**config.mk**
```make
export PLATFORM = sky130hd
export DESIGN_NAME = dpfc_combiner
export DESIGN_NICKNAME = d
export VERILOG_FILES = /design/src/dpfc_pkg.sv /design/src/dpfc_sqrt.sv /design/src/dpfc_combiner.sv
export SDC_FILE = /design/constraint.sdc
export NUM_CORES = 2
export LEC_CHECK = 0
export BUFFER_PORTS_ARGS = -buffer_cell sky130_fd_sc_hd__buf_2
export CORE_ASPECT_RATIO = 1.1
export CORE_MARGIN = 2
export CORE_UTILIZATION = 60
export DETAILED_ROUTE_END_ITERATION = 10
export PLACE_DENSITY = 0.8
export SKIP_CTS_REPAIR_TIMING = 1
export SLEW_MARGIN = 20
export SYNTH_ARGS = -nofsm -noshare
export SYNTH_HDL_FRONTEND = slang
export SYNTH_SLANG_ARGS = --single-unit
export TNS_END_PERCENT = 1
```
**constraint.sdc**
```tcl
create_clock -name clk -period 117.1 [get_ports clk]
set_clock_uncertainty 0.1 [all_clocks]
set_input_delay 23.42 -clock clk [delete_from_list [all_inputs] [get_ports clk]]
set_output_delay 23.42 -clock clk [all_outputs]
set_load 0.02 [all_outputs]
```
**src/dpfc_pkg.sv**
```systemverilog
// Package: register map, field layout, reset values, ranges and timing of the dual controller feedback combiner
package dpfc_pkg;
	localparam int DATA_W = 16;
	localparam int ADDR_W = 8;
	localparam int REG_W = 32;
	// Full scale 100.00 % in hundredths of a percent
	localparam logic signed [15:0] FULL_SCALE = 16'sh2710;
	localparam logic [13:0] BOOST_LEVEL_MAX = 14'h2710;
	localparam logic [11:0] BOOST_TIME_MAX = 12'h9C4;
	localparam logic [12:0] SCALE_MAX = 13'hFA0;
	localparam logic signed [31:0] SCALE_ONE = 32'sh000003E8;
	// Register byte addresses
	localparam logic [7:0] CTRL_ADDR = 8'h00;
	localparam logic [7:0] SCALE_ADDR = 8'h04;
	localparam logic [7:0] BOOST_LEVEL_ADDR = 8'h08;
	localparam logic [7:0] BOOST_TIME_ADDR = 8'h0C;
	localparam logic [7:0] SLEEP_THR_ADDR = 8'h10;
	localparam logic [7:0] STATUS_ADDR = 8'h14;
	localparam logic [7:0] FINAL_FB_ADDR = 8'h18;
	// Control register fields
	localparam int CTRL_EN2_LSB = 0;
	localparam int CTRL_MODE_LSB = 2;
	localparam int CTRL_SQRT1_BIT = 5;
	localparam int CTRL_SQRT2_BIT = 6;
	localparam int CTRL_SQRTC_BIT = 7;
	localparam int CTRL_SLEEP_EN_BIT = 8;
	localparam int CTRL_MOTOR_BIT = 9;
	// Status register fields
	localparam int STAT_BOOST_EN_BIT = 0;
	localparam int STAT_BOOSTING_BIT = 1;
	localparam int STAT_STOP_BIT = 2;
	localparam int STAT_RUN2_BIT = 3;
	// Reset values
	localparam logic [1:0] EN2_RESET = 2'h0;
	localparam logic [2:0] MODE_RESET = 3'h0;
	localparam logic [12:0] SCALE_RESET = 13'h0000;
	localparam logic [13:0] BOOST_LEVEL_RESET = 14'h0000;
	localparam logic [11:0] BOOST_TIME_RESET = 12'h000;
	localparam logic signed [15:0] SLEEP_THR_RESET = 16'sh0000;
	// Second controller enable settings
	localparam logic [1:0] EN2_OFF = 2'h0;
	localparam logic [1:0] EN2_ON = 2'h1;
	localparam logic [1:0] EN2_FOLLOW = 2'h2;
	// Feedback mode settings
	localparam logic [2:0] MODE_FB1 = 3'h0;
	localparam logic [2:0] MODE_FB2 = 3'h1;
	localparam logic [2:0] MODE_SUM = 3'h2;
	localparam logic [2:0] MODE_MIN = 3'h3;
	localparam logic [2:0] MODE_MAX = 3'h4;
	localparam logic [2:0] MODE_MEAN = 3'h5;
	localparam logic [2:0] MODE_ERR_MIN = 3'h6;
	localparam logic [2:0] MODE_ERR_MAX = 3'h7;
	// Boost duration is counted in 0.1 s steps
	localparam int CLK_PERIOD_NS = 20;
	localparam int BOOST_STEP_NS = 100000000;
	localparam int BOOST_STEP_CYCLES = BOOST_STEP_NS / CLK_PERIOD_NS;
	typedef enum logic [1:0] {
		SLP_AWAKE,
		SLP_BOOST,
		SLP_ASLEEP
	} dpfc_sleep_state_type;
endpackage

```
**src/dpfc_sqrt.sv**
```systemverilog
// Signed square-root conditioning stage with registered output
`timescale 1ns/1ps
`default_nettype none
module dpfc_sqrt (
	input wire logic clk,
	input wire logic rst_n,
	input wire logic enable,
	input wire logic signed [dpfc_pkg::DATA_W-1:0] din,
	output logic signed [dpfc_pkg::DATA_W-1:0] dout
);
	import dpfc_pkg::*;

	function automatic logic [13:0] isqrt(input logic [27:0] v);
		logic [27:0] rem;
		logic [27:0] root;
		logic [27:0] bit_q;
		rem = v;
		root = 28'h0;
		bit_q = 28'h4000000;
		for (int i = 0; i < 14; i++) begin
			if (rem >= (root | bit_q)) begin
				rem = rem - (root | bit_q);
				root = (root >> 1) | bit_q;
			end else begin
				root = root >> 1;
			end
			bit_q = bit_q >> 2;
		end
		return root[13:0];
	endfunction

	logic [15:0] mag;
	logic [27:0] prod;
	logic signed [15:0] res;

	always_comb begin
		if (din[15]) begin
			mag = 16'(-din);
		end else begin
			mag = din;
		end
		if (mag > 16'(FULL_SCALE)) begin
			mag = 16'(FULL_SCALE);
		end
		prod = 28'(mag) * 28'(FULL_SCALE);
		if (din[15]) begin
			res = -$signed({2'h0, isqrt(prod)});
		end else begin
			res = $signed({2'h0, isqrt(prod)});
		end
	end

	always_ff @(posedge clk or negedge rst_n) begin
		if (!rst_n) begin
			dout <= 16'sh0000;
		end else if (enable) begin
			dout <= res;
		end else begin
			dout <= din;
		end
	end
endmodule
`default_nettype wire

```
**src/dpfc_combiner.sv**
```systemverilog
// Feedback and error combiner for two cooperating process controllers, with pre-sleep boost
`timescale 1ns/1ps
`default_nettype none
module dpfc_combiner #(
	parameter int STEP_CYCLES = dpfc_pkg::BOOST_STEP_CYCLES
) (
	input wire logic clk,
	input wire logic rst_n,
	input wire logic [dpfc_pkg::ADDR_W-1:0] reg_addr,
	input wire logic [dpfc_pkg::REG_W-1:0] reg_wdata,
	input wire logic reg_wr,
	input wire logic reg_rd,
	output logic [dpfc_pkg::REG_W-1:0] reg_rdata,
	input wire logic signed [dpfc_pkg::DATA_W-1:0] fb1_in,
	input wire logic signed [dpfc_pkg::DATA_W-1:0] fb2_in,
	input wire logic signed [dpfc_pkg::DATA_W-1:0] ref1_in,
	input wire logic signed [dpfc_pkg::DATA_W-1:0] ref2_in,
	input wire logic first_controller_enable,
	input wire logic signed [dpfc_pkg::DATA_W-1:0] controller_output,
	output logic signed [dpfc_pkg::DATA_W-1:0] first_controller_feedback,
	output logic signed [dpfc_pkg::DATA_W-1:0] second_controller_feedback,
	output logic signed [dpfc_pkg::DATA_W-1:0] first_controller_reference,
	output logic signed [dpfc_pkg::DATA_W-1:0] first_controller_error,
	output logic signed [dpfc_pkg::DATA_W-1:0] second_controller_error,
	output logic second_controller_run,
	output logic second_controller_clear,
	output logic motor_stop,
	output logic boost_active
);
	import dpfc_pkg::*;

	localparam int TICK_W = $clog2(STEP_CYCLES + 1);

	function automatic logic signed [15:0] sat16(input logic signed [31:0] v);
		if (v > 32'(FULL_SCALE)) begin
			return FULL_SCALE;
		end else if (v < -32'(FULL_SCALE)) begin
			return -FULL_SCALE;
		end else begin
			return v[15:0];
		end
	endfunction

	function automatic logic signed [31:0] wide(input logic signed [15:0] v);
		return {{16{v[15]}}, v};
	endfunction

	function automatic logic [15:0] absval(input logic signed [15:0] v);
		if (v[15]) begin
			return 16'(-v);
		end else begin
			return v;
		end
	endfunction

	// Software settings
	logic [1:0] en2_q;
	logic [2:0] mode_q;
	logic sqrt1_en_q;
	logic sqrt2_en_q;
	logic sqrtc_en_q;
	logic sleep_en_q;
	logic motor_ctl_q;
	logic [12:0] scale_q;
	logic [13:0] boost_level_q;
	logic [11:0] boost_time_q;
	logic signed [15:0] sleep_thr_q;

	// Datapath
	logic signed [15:0] sq1;
	logic signed [15:0] sq2;
	logic signed [15:0] comb_q;
	logic signed [15:0] fb2_b_q;
	logic signed [15:0] sqc;
	logic signed [15:0] fb2_c_q;
	logic signed [15:0] fb1_own_q;
	logic signed [15:0] fb1_own_c_q;
	logic signed [15:0] comb_d;
	logic signed [15:0] ref1_d;
	logic signed [15:0] err1_d;
	logic signed [15:0] err2_d;
	logic signed [31:0] scaled;
	logic signed [15:0] fb1_for_err;

	// Sleep and boost
	dpfc_sleep_state_type state_q;
	logic [TICK_W-1:0] tick_q;
	logic [11:0] remain_q;
	logic boost_enabled;
	logic sleep_cond;
	logic step_done;

	assign boost_enabled = (boost_level_q != 14'h0000) && (boost_time_q != 12'h000);
	assign sleep_cond = motor_ctl_q && sleep_en_q && (controller_output < sleep_thr_q);
	assign step_done = (tick_q == TICK_W'(STEP_CYCLES - 1));

	// Register writes; out-of-range values in bits 15:0 are clamped to the documented maximum, the sleep threshold to plus or minus full scale
	always_ff @(posedge clk or negedge rst_n) begin
		if (!rst_n) begin
			en2_q <= EN2_RESET;
			mode_q <= MODE_RESET;
			sqrt1_en_q <= 1'b0;
			sqrt2_en_q <= 1'b0;
			sqrtc_en_q <= 1'b0;
			sleep_en_q <= 1'b0;
			motor_ctl_q <= 1'b0;
			scale_q <= SCALE_RESET;
			boost_level_q <= BOOST_LEVEL_RESET;
			boost_time_q <= BOOST_TIME_RESET;
			sleep_thr_q <= SLEEP_THR_RESET;
		end else if (reg_wr) begin
			if (reg_addr == CTRL_ADDR) begin
				if (reg_wdata[CTRL_EN2_LSB +: 2] > EN2_FOLLOW) begin
					en2_q <= EN2_FOLLOW;
				end else begin
					en2_q <= reg_wdata[CTRL_EN2_LSB +: 2];
				end
				mode_q <= reg_wdata[CTRL_MODE_LSB +: 3];
				sqrt1_en_q <= reg_wdata[CTRL_SQRT1_BIT];
				sqrt2_en_q <= reg_wdata[CTRL_SQRT2_BIT];
				sqrtc_en_q <= reg_wdata[CTRL_SQRTC_BIT];
				sleep_en_q <= reg_wdata[CTRL_SLEEP_EN_BIT];
				motor_ctl_q <= reg_wdata[CTRL_MOTOR_BIT];
			end else if (reg_addr == SCALE_ADDR) begin
				if (reg_wdata[15:0] > 16'(SCALE_MAX)) begin
					scale_q <= SCALE_MAX;
				end else begin
					scale_q <= reg_wdata[12:0];
				end
			end else if (reg_addr == BOOST_LEVEL_ADDR) begin
				if (reg_wdata[15:0] > 16'(BOOST_LEVEL_MAX)) begin
					boost_level_q <= BOOST_LEVEL_MAX;
				end else begin
					boost_level_q <= reg_wdata[13:0];
				end
			end else if (reg_addr == BOOST_TIME_ADDR) begin
				if (reg_wdata[15:0] > 16'(BOOST_TIME_MAX)) begin
					boost_time_q <= BOOST_TIME_MAX;
				end else begin
					boost_time_q <= reg_wdata[11:0];
				end
			end else if (reg_addr == SLEEP_THR_ADDR) begin
				sleep_thr_q <= sat16(wide(reg_wdata[15:0]));
			end
		end
	end

	// Register reads, data in the following cycle; unmapped addresses read zero
	always_ff @(posedge clk or negedge rst_n) begin
		if (!rst_n) begin
			reg_rdata <= 32'h00000000;
		end else if (reg_rd) begin
			if (reg_addr == CTRL_ADDR) begin
				reg_rdata <= {22'h000000, motor_ctl_q, sleep_en_q, sqrtc_en_q, sqrt2_en_q, sqrt1_en_q, mode_q, en2_q};
			end else if (reg_addr == SCALE_ADDR) begin
				reg_rdata <= {19'h00000, scale_q};
			end else if (reg_addr == BOOST_LEVEL_ADDR) begin
				reg_rdata <= {18'h00000, boost_level_q};
			end else if (reg_addr == BOOST_TIME_ADDR) begin
				reg_rdata <= {20'h00000, boost_time_q};
			end else if (reg_addr == SLEEP_THR_ADDR) begin
				reg_rdata <= {16'h0000, sleep_thr_q};
			end else if (reg_addr == STATUS_ADDR) begin
				reg_rdata <= {28'h0000000, second_controller_run, motor_stop, boost_active, boost_enabled};
			end else if (reg_addr == FINAL_FB_ADDR) begin
				reg_rdata <= {16'h0000, first_controller_feedback};
			end else begin
				reg_rdata <= 32'h00000000;
			end
		end
	end

	// Second controller enable decode
	always_ff @(posedge clk or negedge rst_n) begin
		if (!rst_n) begin
			second_controller_run <= 1'b0;
			second_controller_clear <= 1'b1;
		end else begin
			second_controller_run <= (en2_q == EN2_ON) || ((en2_q == EN2_FOLLOW) && first_controller_enable);
			second_controller_clear <= (en2_q == EN2_OFF) || ((en2_q == EN2_FOLLOW) && !first_controller_enable);
		end
	end

	// Per-path square-root conditioning
	dpfc_sqrt u_sqrt1 (
		.clk(clk),
		.rst_n(rst_n),
		.enable(sqrt1_en_q),
		.din(fb1_in),
		.dout(sq1)
	);

	dpfc_sqrt u_sqrt2 (
		.clk(clk),
		.rst_n(rst_n),
		.enable(sqrt2_en_q),
		.din(fb2_in),
		.dout(sq2)
	);

	// Feedback selection or combination for the first controller
	always_comb begin
		case (mode_q)
			MODE_FB1: comb_d = sq1;
			MODE_FB2: comb_d = sq2;
			MODE_SUM: comb_d = sat16(wide(sq1) + wide(sq2));
			MODE_MIN: comb_d = (sq1 < sq2) ? sq1 : sq2;
			MODE_MAX: comb_d = (sq1 > sq2) ? sq1 : sq2;
			MODE_MEAN: comb_d = sat16((wide(sq1) + wide(sq2)) >>> 1);
			default: comb_d = sq1;
		endcase
	end

	always_ff @(posedge clk or negedge rst_n) begin
		if (!rst_n) begin
			comb_q <= 16'sh0000;
			fb2_b_q <= 16'sh0000;
			fb1_own_q <= 16'sh0000;
		end else begin
			comb_q <= comb_d;
			fb2_b_q <= sq2;
			fb1_own_q <= sq1;
		end
	end

	// Combined square root, then scaling
	dpfc_sqrt u_sqrtc (
		.clk(clk),
		.rst_n(rst_n),
		.enable(sqrtc_en_q),
		.din(comb_q),
		.dout(sqc)
	);

	// Factor made signed so that negative feedback keeps its sign through the product
	assign scaled = (wide(sqc) * $signed({19'h00000, scale_q})) / SCALE_ONE;

	always_ff @(posedge clk or negedge rst_n) begin
		if (!rst_n) begin
			fb2_c_q <= 16'sh0000;
			fb1_own_c_q <= 16'sh0000;
			first_controller_feedback <= 16'sh0000;
			second_controller_feedback <= 16'sh0000;
		end else begin
			fb2_c_q <= fb2_b_q;
			fb1_own_c_q <= fb1_own_q;
			first_controller_feedback <= sat16(scaled);
			second_controller_feedback <= fb2_c_q;
		end
	end

	// Errors and dual-zone selection
	assign ref1_d = boost_active ? sat16(wide(ref1_in) + {18'h00000, boost_level_q}) : ref1_in;
	// Dual-zone modes take the first controller's own conditioned feedback, unscaled
	assign fb1_for_err = (mode_q >= MODE_ERR_MIN) ? fb1_own_c_q : first_controller_feedback;
	assign err1_d = sat16(wide(ref1_d) - wide(fb1_for_err));
	assign err2_d = sat16(wide(ref2_in) - wide(second_controller_feedback));

	always_ff @(posedge clk or negedge rst_n) begin
		if (!rst_n) begin
			first_controller_reference <= 16'sh0000;
			first_controller_error <= 16'sh0000;
			second_controller_error <= 16'sh0000;
		end else begin
			first_controller_reference <= ref1_d;
			second_controller_error <= err2_d;
			if (mode_q == MODE_ERR_MIN) begin
				first_controller_error <= (absval(err2_d) < absval(err1_d)) ? err2_d : err1_d;
			end else if (mode_q == MODE_ERR_MAX) begin
				first_controller_error <= (absval(err2_d) > absval(err1_d)) ? err2_d : err1_d;
			end else begin
				first_controller_error <= err1_d;
			end
		end
	end

	// Sleep entry with optional pre-sleep boost
	always_ff @(posedge clk or negedge rst_n) begin
		if (!rst_n) begin
			state_q <= SLP_AWAKE;
		end else begin
			case (state_q)
				SLP_AWAKE: begin
					if (sleep_cond && boost_enabled) begin
						state_q <= SLP_BOOST;
					end else if (sleep_cond) begin
						state_q <= SLP_ASLEEP;
					end
				end
				SLP_BOOST: begin
					if (step_done && (remain_q == 12'h001)) begin
						state_q <= sleep_cond ? SLP_ASLEEP : SLP_AWAKE;
					end
				end
				SLP_ASLEEP: begin
					if (!sleep_cond) begin
						state_q <= SLP_AWAKE;
					end
				end
				default: state_q <= SLP_AWAKE;
			endcase
		end
	end

	// Boost duration in 0.1 s steps
	always_ff @(posedge clk or negedge rst_n) begin
		if (!rst_n) begin
			tick_q <= '0;
			remain_q <= 12'h000;
		end else if (state_q != SLP_BOOST) begin
			tick_q <= '0;
			remain_q <= boost_time_q;
		end else if (step_done) begin
			tick_q <= '0;
			remain_q <= remain_q - 12'h001;
		end else begin
			tick_q <= tick_q + TICK_W'(1);
		end
	end

	always_ff @(posedge clk or negedge rst_n) begin
		if (!rst_n) begin
			motor_stop <= 1'b0;
			boost_active <= 1'b0;
		end else begin
			motor_stop <= (state_q == SLP_ASLEEP);
			boost_active <= (state_q == SLP_BOOST);
		end
	end
endmodule
`default_nettype wire

```
==> summary.md <==
| Metric | Value |
|---|---|
| Gate Count Post-Synth | 8,557 |
| H-tree depth | 2 |
| Starting Density | 60.4% |
| Max-slew headroom | 25.2% |
| Vias in the first global route | 61.0k |
| Total GRT Usage | 32.9% |
| Main synth FF type | dfrtp_1 |
| Avg Synthesized Cell Area | 7.70 um2 |
| Worst slew pin tran | 1.12 ns |
| Fmax | 0.0137 GHz |
| Clock sink count | 330 |
| Critical path type | input port to flop |
| Setup TNS | 0 ns |
| DR WL/cell | 19.0 um |
| Worst Hold Class | flop to flop |
| Finish-stage setup viols | 0 |
| Slowest-stage cell, CP | clkinv_1 |
| Final ANT Viol Nets | 0 |
| Pre-CTS WS | 44.70 ns |
| Layout Nets | 9,834 |
| Area Overhead vs Synth | 5.19% |
| IO buf count | 208 |
| RD Place Congestion | 1.00 |
| I/O Pins | 241 |
| First-pass GRT wire length | 307,000 um |
| Root Driver | clkbuf_16 |
| End-of-flow core utilization | 63.6% |
| CP Capture Type | flop |
| RSZ-0062 raised after global routing | false |
| Filler instances | 9,592 |
| Remaining DRCs | 0 |
| Fin crit period | 73.24 ns |
| WP data arrival | 73.57 ns |
| Post-synth cell types | 145 |
| Die Wd | 320 um |
| Initial antenna violation count | 7 |
| Max Buffers Root-to-Sink | 3 |
| Via Count | 63.8k |
| Cell repeated most along the worst path | a21oi_1 |
| Max-slew violation count | 0 |
| Pin count of the biggest net entering global routing | 182 |
| Crit path largest cell delay | 0.85 ns |
| Critical Path RT | 117.42 ns |
| Maxcap violations | 0 |
| Total Wirelength | 191,000 um |
| Clk_lat worst skew | 0.56 ns |
| Final worst slack | 43.86 ns |
| Row count | 127 |
| DIE AREA | 0.112 mm2 |
| Share of the yosys chip area belonging to registers | 12.5% |
| Async S/R FF share, synth | 100% |
| FF+latch area | 0.00826 mm2 |
| Worst Path Max Fanout | 25 |
| Via/cell ratio | 6.34 |
| Layout cells sized above 1 | 7.02% |
| CTS tree | done |
| DR iter-0 viols | 5,984 |
| Number of synthesized flops with an enable pin | 0 |
| Final period util | 62.5% |
| Outcome | finished clean |
| Post-Syn Area | 0.0659 mm2 |
| Router iterations before antenna repair | 9 |
| Reg clk slew, reported paths | 0.06 ns |
| Core ar. | 0.109 mm2 |
| Grt ovf | 0 |
| Synthesis Warnings | 0 |
| Startpoint types | input port |
| Fin. Hold Viols | 0 |
| Final HPWL DP | 153,000 um |
| Vert. Die Dim | 352 um |
| FF+latch count, synth | 330 |
| Multi-input logic area | 0.0530 mm2 |
| Total CTS buffers | 36 |
## cells in the final DEF, fill, tap and decap left out, drive strengths merged, types with 134 or more instances in the layout
cell,count
inv,975
ha,766
nand2,723
nor2,692
a21oi,629
o21ai,509
xnor2,430
dfrtp,329
fa,314
buf,256
nand3,228
xor2,197
and2,195
nor3,162
o21bai,134
## registers in the layout, indices dropped and copies added (netlist names), 2 cells and up
name and cells:
state_q 2, comb_q 16, boost_level_q 14, boost_time_q 12, en2_q 2, reg_rdata 16
u_sqrtc.dout 16, tick_q 23, fb1_own_q 16, remain_q 12, second_controller_error 16, first_controller_error 16
u_sqrt2.dout 16, u_sqrt1.dout 16, second_controller_feedback 16, fb2_c_q 16, scale_q 13, first_controller_reference 16
first_controller_feedback 16, fb1_own_c_q 16, sleep_thr_q 16, mode_q 3, fb2_b_q 16
## worst max-delay path: cells and delay by family
| family | cells | cell delay [ns] |
|---|---|---|
| muxes | 5 | 1.49 |
| and+or+nand+nor | 52 | 14.51 |
| xor gates and xnor gates | 1 | 0.09 |
| buffers and inverters | 24 | 8.45 |
| adders and majority gates | 21 | 6.88 |
| AOI/OAI and AO/OA | 94 | 18.66 |
## worst paths after layout
path                                  start                        endpoint  slack [ns]  depth (start not counted)
max in group asynchronous             rst_n   second_controller_feedback[8]       92.73                          2
worst max register to register    comb_q[0]                 u_sqrtc.dout[8]       70.02                        193
worst min register to register  fb2_c_q[14]  second_controller_feedback[14]        0.24                          0
worst min-delay path            fb2_c_q[14]  second_controller_feedback[14]        0.24                          0
min in group asynchronous             rst_n                   reg_rdata[10]       22.79                          1
worst max-delay path              fb1_in[5]                 u_sqrt1.dout[6]       43.86                        197
## synthesized netlist by cell type (92+ instances only)
cell type  number  area share [%]
mux2i_1       118             1.8
nand2b_1      107             1.0
nor3_1        161             1.2
mux2_2         92             1.6
nand4_1       109             1.0
nand3_1       227             1.7
inv_1         965             5.5
dfrtp_1       329              12
a21o_1        127             1.4
fa_1          314             9.5
clkbuf_1      194             1.1
o21bai_1      133             1.5
xnor2_1       425             5.7
nand2_1       722             4.1
nor2_1        691             3.9
o21ai_0       443             3.4
ha_1          766              15
and2_1        192             1.8
a21oi_1       626             4.8
xor2_1        196             2.6
## cell type report
type	count	share of cell area, %
antenna	1	0.00361
sequential	330	11.9
multi-input combinational	7021	76.4
clock buffer	43	1.40
tap	1419	2.56
inverter	984	5.33
clock inverter	17	0.296
timing repair buffer	256	2.06
## cells by family after synthesis
| logic type | count (synthesis) | synth area share (%) |
|---|---|---|
| simple gates | 2749 | 20.6 |
| compound gates | 2302 | 23.4 |
| buf+inv | 1248 | 7.37 |
| fa+ha+maj | 1083 | 24.1 |
| xor+xnor | 627 | 8.41 |
| flops | 330 | 12.5 |
| mux | 216 | 3.52 |
| other cells | 2 | 0.0114 |
## per-layer routing
layer / up-vias / GRT usage (%) / wire [um]
met3: 592 / 2.89 / 11000
met5: - / 0 / 14
met1: 30400 / 40.7 / 78500
met2: 2468 / 57.7 / 91300
met4: 2 / 16.1 / 10700
li1: 30300 / - / -
## stage by stage
step / cell area, um2 / cells / hold WS, ns
after floorplan: 66000 / 8599 / 0.231
after global placement: 68100 / 10000 / 0.232
after detailed placement: 68100 / 10000 / 0.235
after CTS: 69300 / 10100 / 0.248
after global routing: 69300 / 10100 / 0.252
final: 69300 / 10100 / 0.244
Power is not shown: default switching activity piles up to over one toggle a cycle in this logic, so the estimate is an artifact.
